## src/core/sdram_ctrl_consts.vh

```
// Constants for the two-bank SDRAM host controller: register map, pin codes, timing.
// Assumes a 50 MHz controller clock and a three-clock read latency in the device.
`ifndef SDRAM_CTRL_CONSTS_VH
`define SDRAM_CTRL_CONSTS_VH

// ==========================================================
// Register word indices (byte address = 4 * index)
`define REG_CMD     3'h0
`define REG_ADDR    3'h1
`define REG_MODE    3'h2
`define REG_STATUS  3'h3
`define REG_IDX     3'h4
`define REG_DATA    3'h5

// ==========================================================
// Software opcodes in the command register
`define OP_ACT      3'h0
`define OP_READ     3'h1
`define OP_WRITE    3'h2
`define OP_PRE      3'h3
`define OP_PRE_ALL  3'h4
`define OP_REFRESH  3'h5
`define OP_MODE_SET 3'h6
`define OP_HALT     3'h7

// ==========================================================
// Pin command codes {cs_n, ras_n, cas_n, we_n}
`define CMD_DESELECT     4'hF
`define CMD_ACT          4'h3
`define CMD_READ         4'h5
`define CMD_WRITE        4'h4
`define CMD_PRE          4'h2
`define CMD_AUTO_REFRESH 4'h1
`define CMD_MODE_SET     4'h0
`define CMD_BURST_HALT   4'h6

// ==========================================================
// Mode register layout and default
`define LAT_MSB       6
`define LAT_LSB       4
`define WRAP_BIT      3
`define LEN_MSB       2
`define LEN_LSB       0
`define LAT_THREE     3'h3
`define LEN_FULL_PAGE 3'h7
`define MODE_RESET    12'h033
`define A10_ALL_BANKS 12'h400

// ==========================================================
// Timing
`define CLK_PERIOD_NS 32'h14
`define T_POWERUP_NS  32'h186A0
`define T_RP_NS       32'h1E
`define T_RCD_NS      32'h1E
`define T_RAS_NS      32'h32
`define T_RC_NS       32'h50
`define T_RSC_CLK     32'h2
`define T_DPL_CLK     32'h2
`define REFRESH_COUNT 2'h2
`define CAS_LAT       10'h003
`define SYNC_STAGES   10'h002
`define T_POWERUP_CYC ((`T_POWERUP_NS + `CLK_PERIOD_NS - 32'h1) / `CLK_PERIOD_NS)
`define T_RP_CYC      ((`T_RP_NS + `CLK_PERIOD_NS - 32'h1) / `CLK_PERIOD_NS)
`define T_RCD_CYC     ((`T_RCD_NS + `CLK_PERIOD_NS - 32'h1) / `CLK_PERIOD_NS)
`define T_RAS_CYC     ((`T_RAS_NS + `CLK_PERIOD_NS - 32'h1) / `CLK_PERIOD_NS)
`define T_RC_CYC      ((`T_RC_NS + `CLK_PERIOD_NS - 32'h1) / `CLK_PERIOD_NS)

// ==========================================================
// Burst buffer
`define BUF_AW 8
`define DQ_W   16

`endif

```

## src/core/sdram_word_buffer.v

```verilog
// Burst data buffer: one write port, one read port with registered read data.
// Assumes the owner never needs write-through; a read sees old data in the write cycle.
`timescale 1ns/1ps
module sdram_word_buffer #(
   parameter AW = 8,
   parameter DW = 16
) (
   input wire clk,
   input wire we,
   input wire [AW-1:0] waddr,
   input wire [DW-1:0] wdata,
   input wire [AW-1:0] raddr,
   output reg [DW-1:0] rdata
);
   // ==========================================================
   // Storage
   reg [DW-1:0] mem [0:(1<<AW)-1];

   always @(posedge clk) begin
      if (we) begin
         mem[waddr] <= wdata;
      end
      rdata <= mem[raddr];
   end
endmodule

```

## src/core/sdram_burst_host.v

```verilog
// Host controller for a two-bank SDRAM: power-on init, mode set, bursts, precharge.
// Assumes software serialises commands over Avalon-MM; DQ is a split three-signal pin.
`timescale 1ns/1ps
`include "sdram_ctrl_consts.vh"

module sdram_burst_host #(
   parameter [31:0] POWERUP_CYCLES = `T_POWERUP_CYC,
   parameter AW = `BUF_AW,
   parameter DW = `DQ_W
) (
   input wire CLK_IN,
   input wire RESET_IN,
   input wire [2:0] AVS_ADDRESS_IN,
   input wire AVS_READ_IN,
   input wire AVS_WRITE_IN,
   input wire [31:0] AVS_WRITEDATA_IN,
   output wire [31:0] AVS_READDATA_OUT,
   output wire AVS_WAITREQUEST_OUT,
   output wire SD_CKE_OUT,
   output wire SD_CS_N_OUT,
   output wire SD_RAS_N_OUT,
   output wire SD_CAS_N_OUT,
   output wire SD_WE_N_OUT,
   output wire [11:0] SD_ADDR_OUT,
   output wire [1:0] SD_DQM_OUT,
   output wire [DW-1:0] SD_DQ_OUT,
   output wire SD_DQ_OE_OUT,
   input wire [DW-1:0] SD_DQ_IN
);
   // ==========================================================
   // States
   localparam [3:0] S_POWER = 4'h0;
   localparam [3:0] S_PALL = 4'h1;
   localparam [3:0] S_REF = 4'h2;
   localparam [3:0] S_MODE = 4'h3;
   localparam [3:0] S_WAIT = 4'h4;
   localparam [3:0] S_IDLE = 4'h5;
   localparam [3:0] S_READ = 4'h6;
   localparam [3:0] S_WRITE = 4'h7;
   localparam [9:0] CAP_DLY = `CAS_LAT + `SYNC_STAGES;

   // ==========================================================
   // Functions
   // Reserved length codes fall back to one word
   function [8:0] burst_beats;
      input [2:0] code;
      begin
         case (code)
            3'h0: burst_beats = 9'h001;
            3'h1: burst_beats = 9'h002;
            3'h2: burst_beats = 9'h004;
            3'h3: burst_beats = 9'h008;
            `LEN_FULL_PAGE: burst_beats = 9'h100;
            default: burst_beats = 9'h001;
         endcase
      end
   endfunction

   function [12:0] wait_load;
      input [31:0] cyc;
      reg [31:0] t;
      begin
         t = cyc - 32'h1;
         wait_load = t[12:0];
      end
   endfunction

   // ==========================================================
   // Declarations
   reg [3:0] state;
   reg [3:0] ret_state;
   reg [12:0] wait_cnt;
   reg [1:0] ref_cnt;
   reg [9:0] st;
   reg [8:0] beats;
   reg full_page;
   reg init_done;
   reg cmd_pending;
   reg [2:0] op;
   reg [11:0] addr_reg;
   reg [11:0] mode_reg;
   reg [11:0] dev_mode;
   reg [AW-1:0] idx;
   reg [12:0] ras_cnt0;
   reg [12:0] ras_cnt1;
   reg [12:0] dpl_cnt;
   reg open0;
   reg open1;
   reg [3:0] cmd;
   reg [11:0] pin_addr;
   reg [1:0] dqm;
   reg [DW-1:0] dq_out;
   reg dq_oe;
   reg [1:0] rd_stage;
   reg [31:0] readdata;
   reg [DW-1:0] dq_s1;
   reg [DW-1:0] dq_s2;
   wire busy;
   wire sel_cmd;
   wire sel_data;
   wire stall_w;
   wire rd_hold;
   wire av_wr;
   wire av_rd_done;
   wire cap_we;
   wire [9:0] cap_off;
   wire [AW-1:0] mem_raddr;
   wire [AW-1:0] mem_waddr;
   wire [DW-1:0] mem_wdata;
   wire mem_we;
   wire [DW-1:0] mem_rdata;
   wire pre_bank_ok;
   wire pre_all_ok;

   // ==========================================================
   // Avalon-MM slave
   assign busy = cmd_pending | ~init_done | (state != S_IDLE);
   assign sel_cmd = (AVS_ADDRESS_IN == `REG_CMD);
   assign sel_data = (AVS_ADDRESS_IN == `REG_DATA);
   // Commands and buffer traffic stall while the controller owns the buffer
   assign stall_w = AVS_WRITE_IN & (sel_cmd | sel_data) & busy;
   assign rd_hold = sel_data & busy;
   assign AVS_WAITREQUEST_OUT = stall_w | (AVS_READ_IN & (rd_stage != 2'h2));
   assign AVS_READDATA_OUT = readdata;
   assign av_wr = AVS_WRITE_IN & ~stall_w;
   assign av_rd_done = AVS_READ_IN & (rd_stage == 2'h2);

   always @(posedge CLK_IN or posedge RESET_IN) begin
      if (RESET_IN) begin
         op <= `OP_ACT;
         addr_reg <= 12'h000;
         mode_reg <= `MODE_RESET;
         idx <= {AW{1'b0}};
         rd_stage <= 2'h0;
         readdata <= 32'h00000000;
      end else begin
         if (av_wr) begin
            case (AVS_ADDRESS_IN)
               `REG_CMD: op <= AVS_WRITEDATA_IN[2:0];
               `REG_ADDR: addr_reg <= AVS_WRITEDATA_IN[11:0];
               `REG_MODE: mode_reg <= AVS_WRITEDATA_IN[11:0];
               `REG_IDX: idx <= AVS_WRITEDATA_IN[AW-1:0];
               `REG_DATA: idx <= idx + {{(AW-1){1'b0}}, 1'b1};
               default: idx <= idx;
            endcase
         end
         if (AVS_READ_IN & ~rd_hold & (rd_stage != 2'h2)) begin
            rd_stage <= rd_stage + 2'h1;
         end else begin
            rd_stage <= 2'h0;
         end
         if (rd_stage == 2'h1) begin
            case (AVS_ADDRESS_IN)
               `REG_CMD: readdata <= {29'h00000000, op};
               `REG_ADDR: readdata <= {20'h00000, addr_reg};
               `REG_MODE: readdata <= {20'h00000, mode_reg};
               `REG_STATUS: readdata <= {27'h0000000, cmd_pending, open1, open0, busy, init_done};
               `REG_IDX: readdata <= {{(32-AW){1'b0}}, idx};
               `REG_DATA: readdata <= {{(32-DW){1'b0}}, mem_rdata};
               default: readdata <= 32'h00000000;
            endcase
         end
         if (av_rd_done & sel_data) begin
            idx <= idx + {{(AW-1){1'b0}}, 1'b1};
         end
      end
   end

   // ==========================================================
   // Burst buffer
   assign cap_off = st - CAP_DLY;
   assign cap_we = (state == S_READ) & (st >= CAP_DLY) & (cap_off < {1'b0, beats});
   assign mem_we = cap_we | (av_wr & sel_data);
   assign mem_waddr = idx + (cap_we ? cap_off[AW-1:0] : {AW{1'b0}});
   assign mem_wdata = cap_we ? dq_s2 : AVS_WRITEDATA_IN[DW-1:0];
   // Write data are fetched two cycles ahead of the pins
   assign mem_raddr = idx + ((state == S_WRITE) ? st[AW-1:0] : {AW{1'b0}});

   sdram_word_buffer #(.AW(AW), .DW(DW)) u_buf (
      .clk(CLK_IN),
      .we(mem_we),
      .waddr(mem_waddr),
      .wdata(mem_wdata),
      .raddr(mem_raddr),
      .rdata(mem_rdata)
   );

   // ==========================================================
   // Read data synchroniser
   always @(posedge CLK_IN or posedge RESET_IN) begin
      if (RESET_IN) begin
         dq_s1 <= {DW{1'b0}};
         dq_s2 <= {DW{1'b0}};
      end else begin
         dq_s1 <= SD_DQ_IN;
         dq_s2 <= dq_s1;
      end
   end

   // ==========================================================
   // Pins
   assign SD_CKE_OUT = 1'b1;
   assign SD_CS_N_OUT = cmd[3];
   assign SD_RAS_N_OUT = cmd[2];
   assign SD_CAS_N_OUT = cmd[1];
   assign SD_WE_N_OUT = cmd[0];
   assign SD_ADDR_OUT = pin_addr;
   assign SD_DQM_OUT = dqm;
   assign SD_DQ_OUT = dq_out;
   assign SD_DQ_OE_OUT = dq_oe;

   // A precharge also waits for the write-recovery counter
   assign pre_bank_ok = (addr_reg[11] ? (ras_cnt1 == 13'h0000) : (ras_cnt0 == 13'h0000))
      & (dpl_cnt == 13'h0000);
   assign pre_all_ok = (ras_cnt0 == 13'h0000) & (ras_cnt1 == 13'h0000) & (dpl_cnt == 13'h0000);

   // ==========================================================
   // Sequencer
   always @(posedge CLK_IN or posedge RESET_IN) begin
      if (RESET_IN) begin
         state <= S_POWER;
         ret_state <= S_POWER;
         wait_cnt <= 13'h0000;
         ref_cnt <= 2'h0;
         st <= 10'h000;
         beats <= 9'h001;
         full_page <= 1'b0;
         init_done <= 1'b0;
         cmd_pending <= 1'b0;
         dev_mode <= `MODE_RESET;
         ras_cnt0 <= 13'h0000;
         ras_cnt1 <= 13'h0000;
         dpl_cnt <= 13'h0000;
         open0 <= 1'b0;
         open1 <= 1'b0;
         cmd <= `CMD_DESELECT;
         pin_addr <= 12'h000;
         dqm <= 2'h3;
         dq_out <= {DW{1'b0}};
         dq_oe <= 1'b0;
      end else begin
         cmd <= `CMD_DESELECT;
         dq_oe <= 1'b0;
         dqm <= 2'h3;
         if (ras_cnt0 != 13'h0000) ras_cnt0 <= ras_cnt0 - 13'h0001;
         if (ras_cnt1 != 13'h0000) ras_cnt1 <= ras_cnt1 - 13'h0001;
         if (dpl_cnt != 13'h0000) dpl_cnt <= dpl_cnt - 13'h0001;
         if (av_wr & sel_cmd) begin
            cmd_pending <= 1'b1;
         end
         case (state)
            S_POWER: begin
               // Pins stay at deselect with masks high for the whole pause
               wait_cnt <= wait_load(POWERUP_CYCLES);
               ret_state <= S_PALL;
               state <= S_WAIT;
            end
            S_PALL: begin
               cmd <= `CMD_PRE;
               pin_addr <= `A10_ALL_BANKS;
               wait_cnt <= wait_load(`T_RP_CYC);
               ret_state <= S_REF;
               ref_cnt <= 2'h0;
               state <= S_WAIT;
            end
            S_REF: begin
               cmd <= `CMD_AUTO_REFRESH;
               ref_cnt <= ref_cnt + 2'h1;
               wait_cnt <= wait_load(`T_RC_CYC);
               ret_state <= (ref_cnt + 2'h1 >= `REFRESH_COUNT) ? S_MODE : S_REF;
               state <= S_WAIT;
            end
            S_MODE: begin
               cmd <= `CMD_MODE_SET;
               pin_addr <= mode_reg;
               dev_mode <= mode_reg;
               wait_cnt <= wait_load(`T_RSC_CLK);
               ret_state <= S_IDLE;
               state <= S_WAIT;
            end
            S_WAIT: begin
               if (wait_cnt == 13'h0000) begin
                  state <= ret_state;
               end else begin
                  wait_cnt <= wait_cnt - 13'h0001;
               end
            end
            S_IDLE: begin
               init_done <= 1'b1;
               if (cmd_pending) begin
                  st <= 10'h000;
                  beats <= burst_beats(dev_mode[`LEN_MSB:`LEN_LSB]);
                  full_page <= (dev_mode[`LEN_MSB:`LEN_LSB] == `LEN_FULL_PAGE);
                  ret_state <= S_IDLE;
                  case (op)
                     `OP_ACT: begin
                        cmd <= `CMD_ACT;
                        pin_addr <= addr_reg;
                        if (addr_reg[11]) begin
                           open1 <= 1'b1;
                           ras_cnt1 <= wait_load(`T_RAS_CYC);
                        end else begin
                           open0 <= 1'b1;
                           ras_cnt0 <= wait_load(`T_RAS_CYC);
                        end
                        wait_cnt <= wait_load(`T_RCD_CYC);
                        cmd_pending <= 1'b0;
                        state <= S_WAIT;
                     end
                     `OP_READ: begin
                        cmd <= `CMD_READ;
                        pin_addr <= {addr_reg[11], 1'b0, addr_reg[9:0]};
                        dqm <= 2'h0;
                        cmd_pending <= 1'b0;
                        state <= S_READ;
                     end
                     `OP_WRITE: begin
                        cmd_pending <= 1'b0;
                        state <= S_WRITE;
                     end
                     `OP_PRE: begin
                        if (pre_bank_ok) begin
                           cmd <= `CMD_PRE;
                           pin_addr <= {addr_reg[11], 11'h000};
                           if (addr_reg[11]) open1 <= 1'b0;
                           else open0 <= 1'b0;
                           wait_cnt <= wait_load(`T_RP_CYC);
                           cmd_pending <= 1'b0;
                           state <= S_WAIT;
                        end
                     end
                     `OP_PRE_ALL: begin
                        if (pre_all_ok) begin
                           cmd <= `CMD_PRE;
                           pin_addr <= `A10_ALL_BANKS;
                           open0 <= 1'b0;
                           open1 <= 1'b0;
                           wait_cnt <= wait_load(`T_RP_CYC);
                           cmd_pending <= 1'b0;
                           state <= S_WAIT;
                        end
                     end
                     `OP_REFRESH: begin
                        cmd <= `CMD_AUTO_REFRESH;
                        wait_cnt <= wait_load(`T_RC_CYC);
                        cmd_pending <= 1'b0;
                        state <= S_WAIT;
                     end
                     `OP_MODE_SET: begin
                        state <= S_MODE;
                        cmd_pending <= 1'b0;
                     end
                     `OP_HALT: begin
                        cmd <= `CMD_BURST_HALT;
                        cmd_pending <= 1'b0;
                     end
                     default: cmd_pending <= 1'b0;
                  endcase
               end
            end
            S_READ: begin
               // Capture runs latency plus synchroniser stages behind the command
               st <= st + 10'h001;
               if (st < `CAS_LAT + {1'b0, beats}) begin
                  dqm <= 2'h0;
               end
               // A full page never ends by itself; halt after the last wanted word
               if (full_page & (st == {1'b0, beats} - 10'h001)) begin
                  cmd <= `CMD_BURST_HALT;
               end
               // The bank is precharged only after the burst is fully done
               if (st == CAP_DLY + {1'b0, beats} - 10'h001) begin
                  state <= S_IDLE;
               end
            end
            S_WRITE: begin
               st <= st + 10'h001;
               // Masks went high after any earlier read, well over three clocks ago
               if ((st >= 10'h001) & (st <= {1'b0, beats})) begin
                  dq_out <= mem_rdata;
                  dq_oe <= 1'b1;
                  dqm <= 2'h0;
               end
               if (st == 10'h001) begin
                  cmd <= `CMD_WRITE;
                  pin_addr <= {addr_reg[11], 1'b0, addr_reg[9:0]};
               end
               if (st == {1'b0, beats} + 10'h001) begin
                  // Data leave the bus together with the halt, so none is taken
                  if (full_page) cmd <= `CMD_BURST_HALT;
                  dpl_cnt <= wait_load(`T_DPL_CLK);
                  state <= S_IDLE;
               end
            end
            default: state <= S_IDLE;
         endcase
      end
   end
endmodule

```

## config.mk

```make
export PLATFORM = sky130hd
export DESIGN_NAME = sdram_burst_host
export DESIGN_NICKNAME = d
export VERILOG_FILES = /design/src/core/sdram_word_buffer.v /design/src/core/sdram_burst_host.v
export VERILOG_INCLUDE_DIRS = /design/src /design/src/core
export SDC_FILE = /design/constraint.sdc
export NUM_CORES = 2
export LEC_CHECK = 0
export BUFFER_PORTS_ARGS = -buffer_cell sky130_fd_sc_hd__buf_2
export CAP_MARGIN = 0
export CORE_MARGIN = 8
export CORE_UTILIZATION = 50
export CTS_CLUSTER_SIZE = 20
export DETAILED_ROUTE_END_ITERATION = 8
export PLACE_DENSITY_LB_ADDON = 0.1
export SYNTH_ARGS = -nofsm -noshare
export SYNTH_HDL_FRONTEND = slang
export SYNTH_HIERARCHICAL = 1
export SYNTH_SLANG_ARGS = --single-unit
```

## constraint.sdc

```tcl
create_clock -name CLK_IN -period 6.9 [get_ports CLK_IN]
set_input_delay 1.035 -clock CLK_IN [delete_from_list [all_inputs] [get_ports CLK_IN]]
set_output_delay 1.035 -clock CLK_IN [all_outputs]
set_load 0.05 [all_outputs]
```

==> impl_metrics.py <==
metrics = {
    "clocking": {
        "cts_resized": 0,
        "htreeDepth": 5,
        "cts_sinks": 4313,
        "post_cts_buffers": 0,
        "cts_tree": "built",
        "numCtsBuffers": 442,
        "cts.clk_slew.worst_paths_ps": 60,
        "cts.path.max_buffers": 4,
        "clockRootBuffer": "clkbuf_16",
        "hold_buffers": 0,
        "clock_latency_ps": 1000,
    },
    "die": {
        "die_w_um": 599,
        "placementRows": 214,
        "fp.dieArea_mm2": 0.359,
        "core_mm2": 0.339,
        "ioPinCount": 124,
        "fp.dieH_um": 599,
        "initial_utilization_pct": 50.1,
    },
    "worst_setup_path": {
        "crit_required_ps": 7580,
        "slowest_delay_ps": 720,
        "startpoint_type": "flip-flop",
        "r2r_start": "st[0]",
        "worstRegToRegCells": 22,
        "path_cells": "inv_1 -> ha_1 -> xnor2_1 -> ha_1 -> a2111oi_0 -> o21ai_0 -> o31ai_1 -> and3_2 -> and2_1 -> ha_1 -> inv_1 -> fa_1 -> inv_1 -> a21o_1 -> a21oi_1 -> o21bai_1 -> a21oi_1 -> xnor2_1 -> nor2b_1 -> nand2_1 -> nor2_2 -> buf_4",
        "worstSetupEndpointType": "flip-flop",
        "crit_type": "flip-flop to flip-flop",
        "reg2reg_slack_ps": 490,
        "endpoint": "u_buf/mem[72][0]",
        "reg2reg_to": "u_buf/mem[72][0]",
        "crit_path_top_delay_cell": "xnor2_1",
        "startpoint": "st[0]",
        "cp.arrival_ps": 7090,
        "critPathMaxFanout": 10,
    },
    "synth": {
        "synth_edf_count": 4096,
        "synthArstFlopShare_pct": 4.66,
        "synth_area_per_cell_um2": 20.0,
        "ys_warn_count": 6,
        "synth_top_flop_cell": "edfxtp_1",
        "synth_cells": 8487,
        "netlist-cell-type-count": 89,
        "synth_top_area_share_pct": 72.4,
        "yosysSeqAreaShare_pct": 75.5,
        "synth_top_area_cell": "edfxtp_1",
        "synthesis.area_mm2": 0.170,
        "synth.area.top_cells": "edfxtp_1 (72%), mux4_2 (11%), mux2i_1 (3.4%)",
        "ys_ff_latch": 4313,
    },
    "finish": {
        "stdcell_area_mm2": 0.194,
        "areaGrowthSynthToFinish_pct": 13.9,
        "layout_commonest_cell": "edfxtp_1",
        "fin_nets": 9199,
        "final_cell_mix": "edfxtp_1 (4096), mux4_2 (799), mux2i_1 (578), buf_4 (492), clkbuf_16 (451)",
        "largest_reg_flops": 4096,
        "drive_above_1_share_pct": 25.7,
        "top_register": "u_buf/mem",
    },
    "sta": {
        "relSlewSlack_pct": 3.03,
        "fmax_ghz": 0.156,
        "finalCritPeriodShare_pct": 92.9,
        "setup_viol": 0,
        "worst_pin_slew_ps": 1440,
        "hold_viol_final": 0,
        "slew_viol_final": 0,
        "hold_ws_ps": 165,
        "fin_crit_ps": 6410,
        "setup_tns_ps": 0,
        "rsz0062_at_grt": "no",
        "skew_ps": 64.1,
    },
    "drt": {
        "ant_nets": 0,
        "wl_mm": 461,
        "drc": 0,
        "drtPass1Iterations": 6,
        "dr_total_vias": 88100,
        "drtIter0Drc": 10800,
        "wire_per_inst_um": 32.9,
        "viasPerCell": 6.29,
    },
    "hold_path": {
        "hp-class": "input pin to flip-flop",
        "worstHoldStart": "SD_DQ_IN[11]",
    },
    "placed_design": {
        "dpl.hpwl_mm": 281,
        "port_buffers": 90,
        "postPlaceCellArea_mm2": 0.179,
        "gp_congestion": 0.900,
    },
    "global_routing": {
        "track_usage_pct": 25.3,
        "grt_pass1_wl_mm": 650,
        "gr-total-overflow": 0,
        "grt_pass1_vias": 86200,
        "grt_start_max_net_pins": 134,
        "antenna_found_initial": 31,
    },
    "status": {
        "status": "completed",
    },
    "job": {
        "timing.max_cap.violations": 0,
    },
    "power": {
        "totalPowerFinal_mw": 64.2,
        "ir_drop_v": 0.000255,
        "power.leakage_nw": 62.8,
        "powerDensity_mw_per_mm2": 332,
    },
}
[power by group]
part	internal [mW]	switching [mW]	leakage, nW
Sequential	28.8	0.206	39.5
Combinational	4.43	7.38	16.4
Clock	13.5	9.95	6.93
[cell families (layout without fill, tap and decap cells)]
family / count (synthesis) / count (layout) / share of synthesized area (%)
AOI/OAI and AO/OA: 1018 / 1018 / 4.19
xor gates and xnor gates: 67 / 67 / 0.353
adders and majority gates: 47 / 47 / 0.355
buffers and inverters: 581 / 1546 / 1.90
DFF: 4313 / 4313 / 75.5
muxes: 1542 / 1542 / 15.1
other: 2 / 23 / 0.00442
and+or+nand+nor: 917 / 917 / 2.56
[per-stage QoR]
step / setup WS, ps / cells / utilization (%)
6_report: 489 / 14000 / 57.1
5_1_grt: 38.1 / 14000 / 57.1
4_1_cts: 580 / 14000 / 57.1
3_5_place_dp: 623 / 13200 / 52.9
3_3_place_gp: 536 / 13200 / 52.9
2_1_floorplan: 402 / 8502 / -
[metal layers]
metal  track usage, %  share of wire [%]
met5            0.436              0.057
met3             4.96                8.9
met2             38.7                 46
met1             37.2                 42
met4             7.54                3.4
[worst max-delay path, delay by kind of cell (launching register included)]
family / cells / cell delay (ps)
and+or+nand+nor: 5 / 1840
AOI/OAI and AO/OA: 7 / 1250
adders and majority gates: 4 / 1050
xor gates and xnor gates: 2 / 890
buffers and inverters: 4 / 580
DFF: 1 / 480
[worst min path at each step]
stage / cells after the start / slack (ps) / end
detailed placement: 0 / 340 / dq_s2[2]
floorplan: 0 / 330 / dq_s2[0]
global placement: 0 / 340 / dq_s2[5]
finish: 1 / 170 / dq_s1[11]
CTS: 1 / 80 / dq_s1[15]
global route: 1 / 120 / dq_s1[11]
[layout make-up]
class	count	area (µm²)
Fill cell	25400	145000
Inverter	57	241
Sequential cell	4313	128000
Clock buffer	553	11800
Antenna cell	6	15.0
Tap cell	4536	5680
Timing Repair Buffer	675	6010
Clock inverter	261	2450
Multi-Input combinational cell	3608	39100
[Yosys cell counts (16+ instances only)]
cell type	count
mux2i_1	578
a21oi_1	235
nor2b_1	25
a221oi_1	29
xor2_1	19
a22o_1	43
and3_1	29
dfrtp_1	189
o32ai_1	21
nand4_1	33
edfxtp_1	4096
o221ai_1	254
buf_1	34
nand2b_1	18
buf_6	78
a211oi_1	22
o22ai_1	156
ha_1	45
nor2_1	411
xnor2_1	47
a31oi_1	18
nand3_1	66
o31ai_1	26
nand2_1	104
o21ai_0	105
inv_1	54
a22oi_1	46
nor3_1	117
clkbuf_1	273
dfxtp_1	16
mux2_2	155
buf_2	79
mux4_2	799
buf_4	44
nor4_1	33
No activity file was read; power rests on OpenSTA's default activity.
